--- src/hw/asc_params.svh ---
// Offsets, field positions, reset values and timing counts of the converter sequencing control
`ifndef ASC_PARAMS_SVH
`define ASC_PARAMS_SVH

`define ASC_CTL_OFS      8'h00
`define ASC_DELAY_OFS    8'h04
`define ASC_STATUS_OFS   8'h08
`define ASC_SINGLE_OFS   8'h0C
`define ASC_REPEAT_OFS   8'h10

`define ASC_BIT_ACTIVATE 0
`define ASC_BIT_SSINGLE  1
`define ASC_BIT_SREPEAT  2
`define ASC_BIT_PSDIS    3
`define ASC_BIT_SOFTRST  4
`define ASC_BIT_RDONE    6
`define ASC_BIT_SDONE    7

`define ASC_START_DLY_LSB  0
`define ASC_REPEAT_DLY_LSB 16
`define ASC_REG_RESET      32'h0000_0000

`define ASC_CLK_PERIOD_NS  4
`define ASC_DELAY_UNIT_NS  40000
`define ASC_TICK_CYCLES    (`ASC_DELAY_UNIT_NS / `ASC_CLK_PERIOD_NS)

`endif

--- src/hw/asc_pkg.sv ---
// Types shared by the converter sequencing control
package asc_pkg;
  typedef enum logic [1:0] {
    ASC_IDLE,
    ASC_ISSUE,
    ASC_WAIT
  } asc_state_type;

  typedef struct packed {
    logic       reset;
    logic       power_up;
    logic       start;
    logic [3:0] channel;
  } asc_core_req_type;

  typedef struct packed {
    logic [7:0]  addr;
    logic [31:0] wdata;
    logic        wr;
    logic        rd;
  } asc_bus_req_type;
endpackage

--- src/hw/asc_timer.sv ---
// Start delay and repeat interval timer counting in 40 us units
`timescale 1ns/1ps
`include "asc_params.svh"
module asc_timer #(
  parameter int TICK_CYCLES = `ASC_TICK_CYCLES,
  parameter int DW          = 16
) (
  // Clock and reset
  input  wire logic          clk,
  input  wire logic          rst,
  // Control
  input  wire logic          run,
  input  wire logic [DW-1:0] start_delay,
  input  wire logic [DW-1:0] repeat_delay,
  // Request
  output logic               fire
);
  localparam int PW = $clog2(TICK_CYCLES + 1);
  localparam logic [PW-1:0] TICK_LAST = PW'(TICK_CYCLES - 1);

  logic          run_q;
  logic [PW-1:0] presc;
  logic [DW-1:0] units;

  wire rise     = run && !run_q;
  wire expired  = run && run_q && (units == '0);
  wire unit_end = (presc == TICK_LAST);

  always_ff @(posedge clk) begin
    if (rst) begin
      run_q <= 1'b0;
      presc <= '0;
      units <= '0;
      fire  <= 1'b0;
    end else begin
      run_q <= run;
      fire  <= expired;
      if (rise) begin
        units <= start_delay;
        presc <= '0;
      end else if (expired) begin
        units <= repeat_delay;
        presc <= '0;
      end else if (run) begin
        presc <= unit_end ? '0 : presc + PW'(1);
        if (unit_end) begin
          units <= units - DW'(1);
        end
      end
    end
  end
endmodule

--- src/hw/asc_ctrl.sv ---
// Converter sequencing control: register file, request arbitration and channel sequencer
`timescale 1ns/1ps
`include "asc_params.svh"
module asc_ctrl
  import asc_pkg::*;
#(
  parameter int CHANNELS    = 8,
  parameter int TICK_CYCLES = `ASC_TICK_CYCLES
) (
  // Clock and reset
  input  wire logic              clk,
  input  wire logic              rst,
  // Register port
  input  wire asc_bus_req_type   bus,
  output logic [31:0]            rdata,
  // Converter core
  input  wire logic              conv_done,
  output asc_core_req_type       core,
  // Processor interrupt requests
  output logic                   single_irq,
  output logic                   repeat_irq
);
  // Control register fields
  logic                activate;
  logic                start_single;
  logic                start_repeat;
  logic                power_saver_dis;
  logic                soft_reset;
  logic                single_done;
  logic                repeat_done;
  // Other registers
  logic [15:0]         start_delay;
  logic [15:0]         repeat_delay;
  logic [CHANNELS-1:0] single_en;
  logic [CHANNELS-1:0] repeat_en;
  logic [CHANNELS-1:0] ch_status;
  // Sequencer
  asc_state_type       state;
  asc_state_type       next_state;
  logic                cur_repeat;
  logic [CHANNELS-1:0] remaining;
  logic [3:0]          cur_ch;
  logic                single_pend;
  logic                repeat_pend;
  logic                act_q;
  logic                timer_fire;
  logic [3:0]          last_ch;
  logic                last_seen;

  // Address decode
  wire wr_ctl    = bus.wr && (bus.addr == `ASC_CTL_OFS);
  wire wr_delay  = bus.wr && (bus.addr == `ASC_DELAY_OFS);
  wire wr_status = bus.wr && (bus.addr == `ASC_STATUS_OFS);
  wire wr_single = bus.wr && (bus.addr == `ASC_SINGLE_OFS);
  wire wr_repeat = bus.wr && (bus.addr == `ASC_REPEAT_OFS);

  wire [31:0] ctl_word = {24'h0000_00, single_done, repeat_done, 1'b0, soft_reset,
                          power_saver_dis, start_repeat, start_single, activate};
  wire [31:0] rd_mux =
    (bus.addr == `ASC_CTL_OFS)    ? ctl_word :
    (bus.addr == `ASC_DELAY_OFS)  ? {repeat_delay, start_delay} :
    (bus.addr == `ASC_STATUS_OFS) ? 32'(ch_status) :
    (bus.addr == `ASC_SINGLE_OFS) ? 32'(single_en) :
    (bus.addr == `ASC_REPEAT_OFS) ? 32'(repeat_en) : 32'h0000_0000;

  // Lowest enabled channel still to convert
  function automatic logic [3:0] lowest(input logic [CHANNELS-1:0] m);
    logic [3:0] idx;
    idx = 4'h0;
    for (int i = CHANNELS - 1; i >= 0; i--) begin
      if (m[i]) begin
        idx = 4'(i);
      end
    end
    return idx;
  endfunction

  // Request arbitration and cycle events
  wire seq_go       = activate && !soft_reset;
  wire launch       = (state == ASC_IDLE) && seq_go && (single_pend || repeat_pend);
  wire take_single  = launch && single_pend;
  wire take_repeat  = launch && !single_pend;
  wire cycle_end    = (state == ASC_ISSUE) && (remaining == '0);
  wire single_end   = cycle_end && !cur_repeat;
  wire repeat_end   = cycle_end && cur_repeat;
  wire [3:0] low_ch = lowest(remaining);
  wire [CHANNELS-1:0] low_bit = CHANNELS'(1) << low_ch;
  wire issue        = (state == ASC_ISSUE) && (remaining != '0);
  wire w1_sdone     = wr_ctl && bus.wdata[`ASC_BIT_SDONE];
  wire w1_rdone     = wr_ctl && bus.wdata[`ASC_BIT_RDONE];
  // single start only with activate set
  wire single_req   = wr_ctl && bus.wdata[`ASC_BIT_SSINGLE] && bus.wdata[`ASC_BIT_ACTIVATE];

  wire next_single_done = (single_done && !w1_sdone && !take_single) || single_end;
  wire next_repeat_done = (repeat_done && !w1_rdone && !take_repeat) || repeat_end;
  // A start written together with activate pends before activate reads back
  wire next_single_pend = (seq_go && single_pend && !take_single) || (single_req && !bus.wdata[`ASC_BIT_SOFTRST]);
  // pending periodic request dropped once repeat mode is cleared
  wire next_repeat_pend = seq_go && start_repeat && ((repeat_pend && !take_repeat) || timer_fire);
  wire [CHANNELS-1:0] conv_bit = (conv_done && state == ASC_WAIT) ? CHANNELS'(1) << cur_ch : '0;
  wire [CHANNELS-1:0] next_status =
    (ch_status & ~(wr_status ? bus.wdata[CHANNELS-1:0] : '0)) | conv_bit;

  always_comb begin
    next_state = state;
    case (state)
      ASC_IDLE:  next_state = launch ? ASC_ISSUE : ASC_IDLE;
      ASC_ISSUE: next_state = (remaining == '0) ? ASC_IDLE : ASC_WAIT;
      ASC_WAIT:  next_state = conv_done ? ASC_ISSUE : ASC_WAIT;
      default:   next_state = ASC_IDLE;
    endcase
  end

  // periodic requests only while repeat mode and activate stand
  asc_timer #(
    .TICK_CYCLES (TICK_CYCLES),
    .DW          (16)
  ) u_timer (
    .clk          (clk),
    .rst          (rst),
    .run          (start_repeat && seq_go),
    .start_delay  (start_delay),
    .repeat_delay (repeat_delay),
    .fire         (timer_fire)
  );

  // Register file
  always_ff @(posedge clk) begin
    if (rst) begin
      {single_done, repeat_done, soft_reset, power_saver_dis} <= 4'h0;
      {start_repeat, start_single, activate}                  <= 3'h0;
      {repeat_delay, start_delay}                             <= `ASC_REG_RESET;
      single_en <= '0;
      repeat_en <= '0;
      ch_status <= '0;
      rdata     <= 32'h0000_0000;
    end else begin
      single_done <= next_single_done;
      repeat_done <= next_repeat_done;
      ch_status   <= next_status;
      rdata       <= bus.rd ? rd_mux : 32'h0000_0000;
      start_single <= single_req;
      if (wr_ctl) begin
        soft_reset      <= bus.wdata[`ASC_BIT_SOFTRST];
        power_saver_dis <= bus.wdata[`ASC_BIT_PSDIS];
        start_repeat    <= bus.wdata[`ASC_BIT_SREPEAT];
        activate        <= bus.wdata[`ASC_BIT_ACTIVATE];
      end
      if (wr_delay) begin
        start_delay  <= bus.wdata[`ASC_START_DLY_LSB +: 16];
        repeat_delay <= bus.wdata[`ASC_REPEAT_DLY_LSB +: 16];
      end
      if (wr_single) begin
        single_en <= bus.wdata[CHANNELS-1:0];
      end
      if (wr_repeat) begin
        repeat_en <= bus.wdata[CHANNELS-1:0];
      end
    end
  end

  // Channel sequencer
  always_ff @(posedge clk) begin
    if (rst) begin
      state       <= ASC_IDLE;
      cur_repeat  <= 1'b0;
      remaining   <= '0;
      cur_ch      <= 4'h0;
      single_pend <= 1'b0;
      repeat_pend <= 1'b0;
    end else if (soft_reset) begin
      state       <= ASC_IDLE;
      remaining   <= '0;
      single_pend <= 1'b0;
      repeat_pend <= 1'b0;
    end else begin
      state       <= next_state;
      single_pend <= next_single_pend;
      repeat_pend <= next_repeat_pend;
      // single mask or repeat mask loaded at launch
      if (launch) begin
        cur_repeat <= take_repeat;
        remaining  <= take_single ? single_en : repeat_en;
      end else if (issue) begin
        cur_ch    <= low_ch;
        remaining <= remaining & ~low_bit;
      end
    end
  end

  // Core controls and interrupt outputs
  always_ff @(posedge clk) begin
    if (rst) begin
      core       <= '0;
      act_q      <= 1'b0;
      single_irq <= 1'b0;
      repeat_irq <= 1'b0;
    end else begin
      act_q          <= activate;
      core.reset     <= soft_reset || (activate && !act_q);
      // power while active with power saver disabled, or while a cycle runs
      core.power_up  <= (activate && power_saver_dis) || (next_state != ASC_IDLE);
      core.start     <= issue && !soft_reset;
      core.channel   <= issue ? low_ch : core.channel;
      single_irq     <= next_single_done;
      repeat_irq     <= next_repeat_done;
    end
  end

  // Last channel started in the running cycle, for the order check
  always_ff @(posedge clk) begin
    if (rst || state == ASC_IDLE) begin
      last_seen <= 1'b0;
      last_ch   <= 4'h0;
    end else if (core.start) begin
      last_seen <= 1'b1;
      last_ch   <= core.channel;
    end
  end

  // Checks
  a_w1c_single_flag: assert property (@(posedge clk) disable iff (rst)
    (w1_sdone && !single_end) |=> !single_done)
    else $error("single done flag not cleared by write of one");
  a_w0_keeps_flag: assert property (@(posedge clk) disable iff (rst)
    (wr_ctl && !bus.wdata[`ASC_BIT_RDONE] && repeat_done && !take_repeat) |=> repeat_done)
    else $error("repeat done flag lost on write of zero");
  a_single_done_set: assert property (@(posedge clk) disable iff (rst)
    single_end |=> single_done && single_irq)
    else $error("single done not set at cycle end");
  a_single_begin_clr: assert property (@(posedge clk) disable iff (rst)
    take_single |=> !single_done)
    else $error("single done not cleared at cycle begin");
  a_repeat_done_set: assert property (@(posedge clk) disable iff (rst)
    repeat_end |=> repeat_done ##0 repeat_irq)
    else $error("repeat done not set at cycle end");
  a_repeat_begin_clr: assert property (@(posedge clk) disable iff (rst)
    take_repeat |=> !repeat_done)
    else $error("repeat done not cleared at cycle begin");
  a_soft_reset_core: assert property (@(posedge clk) disable iff (rst)
    soft_reset |=> core.reset && !core.start)
    else $error("core not held in reset");
  a_start_self_clear: assert property (@(posedge clk) disable iff (rst)
    start_single && !single_req |=> !start_single)
    else $error("start single did not clear itself");
  a_no_start_inactive: assert property (@(posedge clk) disable iff (rst)
    (state == ASC_IDLE && !activate) |=> state == ASC_IDLE && !core.start)
    else $error("conversion launched while inactive");
  a_act_reset_pulse: assert property (@(posedge clk) disable iff (rst)
    (activate && !act_q) |=> core.reset)
    else $error("no core reset on activation");
  a_ascending_order: assert property (@(posedge clk) disable iff (rst)
    (core.start && last_seen) |-> core.channel > last_ch)
    else $error("channels not in ascending order");
  a_ctl_reserved_zero: assert property (@(posedge clk) disable iff (rst)
    $past(bus.rd) && $past(bus.addr) == `ASC_CTL_OFS |-> rdata[31:8] == 24'h0000_00 && !rdata[5])
    else $error("reserved control bits not zero");

  // Arbitration, power and core link checks
  a_single_req_kept: assert property (@(posedge clk) disable iff (rst)
    (single_req && !bus.wdata[`ASC_BIT_SOFTRST] && !soft_reset) |=> single_pend)
    else $error("single start request lost");
  a_repeat_req_kept: assert property (@(posedge clk) disable iff (rst)
    (timer_fire && seq_go && start_repeat) |=> repeat_pend)
    else $error("periodic request lost");
  a_repeat_mode_stop: assert property (@(posedge clk) disable iff (rst)
    !start_repeat |=> !repeat_pend)
    else $error("periodic request pends with repeat mode off");
  a_repeat_follows_single: assert property (@(posedge clk) disable iff (rst)
    (single_end && repeat_pend && !single_pend && seq_go && start_repeat && !wr_ctl) |=> take_repeat)
    else $error("pending repeat cycle not run next");
  a_single_follows_repeat: assert property (@(posedge clk) disable iff (rst)
    (repeat_end && single_pend && seq_go && !wr_ctl) |=> take_single)
    else $error("pending single cycle not run next");
  a_power_saver_off: assert property (@(posedge clk) disable iff (rst)
    (!power_saver_dis && next_state == ASC_IDLE) |=> !core.power_up)
    else $error("core powered while idle with power saving on");
  a_cycle_runs_on: assert property (@(posedge clk) disable iff (rst)
    (state == ASC_WAIT && !soft_reset) |=> state != ASC_IDLE)
    else $error("running cycle abandoned");
  a_core_reset_release: assert property (@(posedge clk) disable iff (rst)
    (!soft_reset && !(activate && !act_q)) |=> !core.reset)
    else $error("core reset not released");
  a_flag_irq_follow: assert property (@(posedge clk) disable iff (rst)
    single_irq == single_done && repeat_irq == repeat_done)
    else $error("interrupt request differs from done flag");

  c_single_cycle: cover property (@(posedge clk) disable iff (rst) take_single ##[1:200] single_end);
  c_repeat_cycle: cover property (@(posedge clk) disable iff (rst) take_repeat ##[1:200] repeat_end);
  c_collision:    cover property (@(posedge clk) disable iff (rst) single_pend && repeat_pend && launch);
  c_act_pulse:    cover property (@(posedge clk) disable iff (rst) activate && !act_q);
  c_follow:       cover property (@(posedge clk) disable iff (rst) single_end ##1 take_repeat);
endmodule

--- config.mk ---
export PLATFORM = sky130hd
export DESIGN_NAME = asc_ctrl
export DESIGN_NICKNAME = d
export VERILOG_FILES = /design/src/hw/asc_pkg.sv /design/src/hw/asc_timer.sv /design/src/hw/asc_ctrl.sv
export VERILOG_INCLUDE_DIRS = /design/src /design/src/hw
export SDC_FILE = /design/constraint.sdc
export NUM_CORES = 1
export LEC_CHECK = 0
export BUFFER_PORTS_ARGS = -buffer_cell sky130_fd_sc_hd__buf_2
export CAP_MARGIN = 20
export CORE_MARGIN = 2
export CORE_UTILIZATION = 36
export CTS_CLUSTER_SIZE = 14
export DETAILED_ROUTE_END_ITERATION = 10
export PLACE_DENSITY_LB_ADDON = 0.2
export SLEW_MARGIN = 20
export SYNTH_ARGS = -nofsm -noshare
export SYNTH_HDL_FRONTEND = slang
export SYNTH_SLANG_ARGS = --single-unit
--- constraint.sdc ---
create_clock -name clk -period 5.4 [get_ports clk]
set_clock_uncertainty 0.15 [all_clocks]
set_input_delay 0.27 -clock clk [delete_from_list [all_inputs] [get_ports clk]]
set_output_delay 0.27 -clock clk [all_outputs]
set_load 0.1 [all_outputs]
==> flow_summary_export.csv, run 1 <==
group,metric,value,unit
run_status,status,"finished, final reports clean",
sta,worstMarginPinSlew,1081,ps
sta,post-route-min-period,2876,ps
power_and_ir_drop,ir_drop,0.2343,mV
critical_path,critPathKind,"flip-flop to flip-flop",
min_path,hold_class,"primary input to flip-flop",
power_and_ir_drop,p_clk_frac,0.497,
sta,max_freq,0.3477,GHz
global_route,grt_overflow,0,
cells_and_area,drive_gt1_frac,0.1742,
cells_and_area,utilization,0.4512,
sta,slew_headroom,0.2791,
detailed_routing,wl_per_cell,15.87,um
power_and_ir_drop,p_leak,2.965,nW
floorplanning,start_util,0.3694,
clock_network,root_buffer,"clkbuf_16",
detailed_routing,drt_iter0_markers,334,
synthesis,synth_top_area_frac,0.4700,
flow_run,cap_viol_max_count,0,
placement,placed_cells,1009,
placement,numPortBuffers,84,
clock_network,clockBufferDepth,2,
synthesis,synthFlopType,"dfxtp_1",
synthesis,synth_edf_count,0,
sta,rsz0062_at_grt,"false",
detailed_routing,postRouteWirelength,16960,um
floorplanning,fp.dieH,137.2,um
synthesis,ys_seq_area_frac,0.4700,
global_route,antenna_found_initial,0,
global_route,grt_pass1_vias,5008,
global_route,grt_pass1_wl,26550,um
power_and_ir_drop,power_frac_comb,0.031,
synthesis,yosysUniqueCellTypes,66,
critical_path,cp_max_fo,23,
critical_path,arrival,3000,ps
power_and_ir_drop,p_per_area,300.8,mW/mm^2
critical_path,critPathRequiredTime,5520,ps
detailed_routing,drc,0,
cells_and_area,fill_cells,1722,
power_and_ir_drop,power.share.sequential,0.472,
synthesis,syn_area,0.006389,mm^2
detailed_routing,drt_first_pass_iters,5,
detailed_routing,viasPerCell,5.089,
power_and_ir_drop,intPower,0.001838,W
synthesis,ys_top_cells_by_area,"dfxtp_1 (47%), nand2_1 (6.8%), a21oi_1 (5.9%)",
clock_network,clock_latency,440,ps
sta,fin_crit_sh,0.5326,
synthesis,syn_area_per_cell,8.633,um^2
sta,finalSetupViolCount,0,
power_and_ir_drop,switching_share,0.2169,
floorplanning,core_area,0.01730,mm^2
floorplanning,rows,48,
synthesis,async_reset_ff_frac,0,
clock_network,cts.sinks,150,
placement,placed_cell_area,0.006927,mm^2
synthesis,synth_nets,788,
cells_and_area,diodes,0,
global_route,grt_max_degree,98,
detailed_routing,vias,5440,
floorplanning,die_area,0.01883,mm^2
sta,tns,0,ps
synthesis,syn-instance-count,740,
sta,finalHoldViolCount,0,
cells_and_area,fin_nets,880,
cells_and_area,layoutNonFillerInstCount,1069,
clock_network,post_cts_resized,0,
synthesis,ys_seq_elements,150,
cells_and_area,final_area,0.007804,mm^2
synthesis,yosys_warnings,0,
cells_and_area,syn2layout_area_growth,22.15,%
critical_path,end_kind,"flip-flop",
floorplanning,die_w,137.2,um
global_route,grt.total_usage,0.1841,
sta,drv_slew,0,
power_and_ir_drop,p_sw,0.0005092,W
detailed_routing,drtAntennaViolNets,0,
placement,hpwl,11580,um
clock_network,cts_made_buffers,17,
synthesis,yosys.area.top_type,"dfxtp_1",
clock_network,path_clk_slew,60,ps
clock_network,cts_tree,"yes",
placement,finalWeightedCongestion,0.8455,
clock_network,htree_levels,4,
critical_path,critical_path.startpoint_type,"flip-flop",
floorplanning,ios,86,
-- critical path, cell delays in order (launching register included) --
cell and delay (ps):
dfxtp_1 470, and3b_1 450, nand4_1 210, or3_1 760
mux2_2 440, o221ai_1 150, a21oi_1 80
-- flip-flops by register name, summed over array words and instances (netlist names), 2 cells and up --
register,cells
ch_status,8
core,6
cur_ch,3
rdata,32
remaining,8
repeat_delay,16
repeat_en,8
single_en,8
start_delay,16
state,2
u_timer.presc,14
u_timer.units,16
-- cells by family after synthesis --
family                   count (synthesis)  share of synthesized area
adder cells (fa/ha/maj)                  3                   0.005876
other                                    1                  0.0005870
AND/OR/NAND/NOR                        310                     0.2307
AO/OA/AOI/OAI                          166                     0.1745
XOR/XNOR                                25                    0.03427
multiplexers                            25                    0.03995
buffers and inverters                   60                    0.04406
flip-flops                             150                     0.4700
-- cell usage in the layout (no fill, tap or decap), drive strengths merged, types with 8 or more instances in the layout --
master	n
nand2	120
xnor2	12
a22oi	24
dfxtp	150
nor2	86
dlygate4sd3	29
and2	25
buf	89
xor2	13
inv	15
o211ai	11
a211oi	10
mux2i	21
nor4	8
nor3	16
clkbuf	20
a21oi	75
o21ai	11
nand3	13
-- through the flow --
step                hold WS, ps  setup WS, ps  power [W]
detailed placement        295.1          2242   0.001189
global placement          291.5          2027   0.001190
CTS                       4.266          2503   0.002376
global route              26.58          2335   0.002423
floorplan                 256.0          3208   0.001158
finish                    26.37          2524   0.002348
-- cells in the mapped netlist (12+ instances only) --
library cell / instances
a22oi_1: 24
mux2i_1: 21
clkbuf_1: 30
inv_1: 14
xnor2_1: 12
and2_1: 25
nand3_1: 13
a21oi_1: 75
dfxtp_1: 150
nand2_1: 116
xor2_1: 13
nor3_1: 15
nor2_1: 86
-- routing by layer --
| metal | global-route usage | vias up | routed length (um) |
|---|---|---|---|
| li1 | - | 2752 | - |
| met1 | 0.2507 | 2532 | 8404 |
| met2 | 0.2902 | 136 | 7647 |
| met3 | 0.04194 | 20 | 708 |
| met4 | 0.05670 | 0 | 199 |
| met5 | 0 | - | 0 |
-- cell type report --
cell class | instances | area, um^2 | share of cell area
sequential | 150 | 3003 | 0.3848
inverter | 15 | 56.30 | 0.007215
timing repair buffer | 118 | 770.7 | 0.09877
clock inverter | 11 | 125.1 | 0.01603
tap | 225 | 281.5 | 0.03608
multi-input combinational | 530 | 3110 | 0.3986
clock buffer | 20 | 456.7 | 0.05852
-- path summary, 6_finish.rpt --
check | start | endpoint | slack (ps) | cells past startpoint
worst max-delay path | activate | u_timer.units[3] | 2520 | 6
worst min-delay path | bus[8] | start_delay[6] | 30 | 3
worst max register to register | activate | u_timer.units[3] | 2520 | 6
worst min register to register | core[2] | core[2] | 300 | 2
-- power groups by stage --
stage | sequential [W] | combinational, W | clock, W
after floorplan | 0.00113 | 0.0000263 | 0
after global placement | 0.00113 | 0.0000579 | 0
after detailed placement | 0.00113 | 0.0000572 | 0
after CTS | 0.00111 | 0.0000734 | 0.00120
after global routing | 0.00111 | 0.0000791 | 0.00124
final | 0.00111 | 0.0000736 | 0.00117
-- repair_timing --
action / in CTS / in global routing
endpoints found under the hold margin: 31 / 0
setup buffers: 0 / 0
hold buffers: 29 / 0
Note: power is estimated with default switching activity, not from simulation.
==> run 2: changes to the inputs <==
==> constraint.sdc (replaced) <==
create_clock -name clk -period 2.8 [get_ports clk]
set_clock_uncertainty 0.15 [all_clocks]
set_input_delay 0.14 -clock clk [delete_from_list [all_inputs] [get_ports clk]]
set_output_delay 0.14 -clock clk [all_outputs]
set_load 0.1 [all_outputs]
==> run 2 against run 1 <==
Against the previous run: die area is the same; register-to-register slack lost 2200 ps; sequential cell count is the same; via count grew 1.1%; critical endpoint is now u_timer.units[5]; cell count grew 2.1%; non-clock buffer count grew 21; hold slack lost 23 ps; combinational power grew 110%; maximum frequency grew 14%; clock power grew 88%; core utilization grew 0.77 points; power grew 91%.
==> flow_summary_export.csv, run 2 (synthesized netlist as in run 1, its figures left out) <==
group,metric,value,unit
detailed_routing,drtAntennaViolNets,0,
clock_network,htree_levels,4,
critical_path,critical_path.startpoint_type,"flip-flop",
clock_network,cts_tree,"yes",
cells_and_area,drive_gt1_frac,0.1859,
critical_path,critPathKind,"flip-flop to flip-flop",
cells_and_area,ff_latch_area,0.003003,mm^2
sta,worstMarginPinSlew,775.7,ps
sta,rsz0062_at_grt,"false",
sta,tns,0,ps
placement,placed_cell_area,0.007018,mm^2
global_route,grt_pass1_vias,5047,
clock_network,cts_made_buffers,17,
floorplanning,rows,48,
clock_network,ctsHoldBuffers,35,
cells_and_area,layout.cells.most_common,"dfxtp_1",
cells_and_area,syn2layout_area_growth,24.25,%
detailed_routing,drt_first_pass_iters,5,
min_path,hold_path.startpoint,"rst",
detailed_routing,viasPerCell,5.039,
flow_run,cap_viol_max_count,0,
placement,finalWeightedCongestion,0.8400,
power_and_ir_drop,power_frac_comb,0.034,
cells_and_area,diodes,0,
power_and_ir_drop,p_leak,3.045,nW
global_route,use_met2,0.2883,
detailed_routing,drc,0,
global_route,antenna_found_initial,0,
run_status,status,"finished, final reports clean",
cells_and_area,regMostFlops,"rdata",
floorplanning,die_area,0.01883,mm^2
sta,max_freq,0.3977,GHz
placement,numPortBuffers,84,
power_and_ir_drop,p_clk_frac,0.491,
clock_network,clockBufferDepth,2,
critical_path,r2r_start,"u_timer.units[3]",
global_route,use_met1,0.2642,
global_route,grt_max_degree,41,
floorplanning,fp.dieH,137.2,um
global_route,grt_overflow,0,
floorplanning,core_area,0.01730,mm^2
critical_path,end_kind,"flip-flop",
floorplanning,die_w,137.2,um
placement,hpwl,12010,um
critical_path,arrival,2650,ps
detailed_routing,vias,5498,
min_path,hold_class,"primary input to flip-flop",
power_and_ir_drop,p_sw,0.0009972,W
floorplanning,ios,86,
floorplanning,start_util,0.3694,
detailed_routing,wl_per_cell,15.76,um
critical_path,startpoint,"u_timer.units[3]",
cells_and_area,final_cell_mix,"dfxtp_1 (150), nand2_1 (116), nor2_1 (86), buf_2 (83), a21oi_1 (75)",
critical_path,critPathRequiredTime,2940,ps
power_and_ir_drop,ir_drop,0.4230,mV
detailed_routing,postRouteWirelength,17200,um
clock_network,post_cts_resized,0,
global_route,grt_pass1_wl,27150,um
power_and_ir_drop,power,0.004489,W
sta,drv_slew,0,
cells_and_area,final_area,0.007938,mm^2
global_route,grt-busiest-layer,"met2",
cells_and_area,fin_nets,901,
clock_network,post-cts-setup-buffers,0,
sta,finalSetupViolCount,0,
sta,fin_crit_sh,0.8979,
sta,slew_headroom,0.4782,
cells_and_area,largest_reg_flops,32,
clock_network,path_clk_slew,60,ps
power_and_ir_drop,p_per_area,565.5,mW/mm^2
clock_network,cts.sinks,150,
cells_and_area,multiInputGateArea,0.003104,mm^2
global_route,met3_usage,0.03937,
sta,post-route-min-period,2514,ps
sta,finalHoldViolCount,0,
global_route,grt.total_usage,0.1863,
power_and_ir_drop,power.share.sequential,0.476,
clock_network,root_buffer,"clkbuf_16",
power_and_ir_drop,switching_share,0.2222,
clock_network,clock_latency,420,ps
critical_path,cp_max_fo,13,
cells_and_area,fill_cells,1701,
power_and_ir_drop,intPower,0.003491,W
detailed_routing,drt_iter0_markers,361,
[run 2: cell count changes in the layout (fill, tap and decap cells not counted), sizes merged]
cell | before | now
bufinv | 2 | 1
clkbuf | 20 | 21
clkinvlp | 2 | 3
buf | 89 | 104
dlygate4sd3 | 29 | 35
[run 2: cell type report]
cell class	instances	share of cell area
multi-input cells	530	0.3911
flip-flops and latches	150	0.3783
repair buffers	139	0.1163
clock buffers	21	0.05927
well taps	225	0.03547
clock inverters	11	0.01245
inverters	15	0.007093
[run 2: per-stage QoR]
step,hold slack [ps],setup slack (ps),util,instances
after floorplan,126.0,608.0,-,740
after global placement,235.8,314.5,0.4057,1024
after detailed placement,240.7,281.3,0.4057,1024
after CTS,0.3789,273.5,0.4589,1091
after global routing,21.93,135.0,0.4589,1091
final,3.566,285.8,0.4589,1091
[run 2: worst paths after layout]
check             slack, ps               end  cells past startpoint
setup / recovery        290  u_timer.units[5]                      6
hold / removal            4           core[0]                      2
setup reg to reg        290  u_timer.units[5]                      6
hold reg to reg         300           core[2]                      2
[run 2: critical path: stages, from the launching register on]
cell      delay (ps)
dfxtp_1          380
nor4_4           380
nand4b_2         210
or3_1            650
mux2_2           370
o221ai_1         150
a21oi_1           80
[run 2: layer usage]
| metal | vias up | part of all wire |
|---|---|---|
| met5 | - | 0 |
| met4 | 0 | 0.0096 |
| met3 | 18 | 0.044 |
| met2 | 134 | 0.45 |
| met1 | 2552 | 0.49 |
| li1 | 2794 | - |
[run 2: power groups by stage]
stage	Clock (W)	Sequential [W]	Combinational, W
final	0.00220	0.00214	0.000151
after global routing	0.00234	0.00213	0.000163
after CTS	0.00225	0.00214	0.000150
after detailed placement	0	0.00218	0.000112
after global placement	0	0.00218	0.000115
after floorplan	0	0.00218	0.0000508
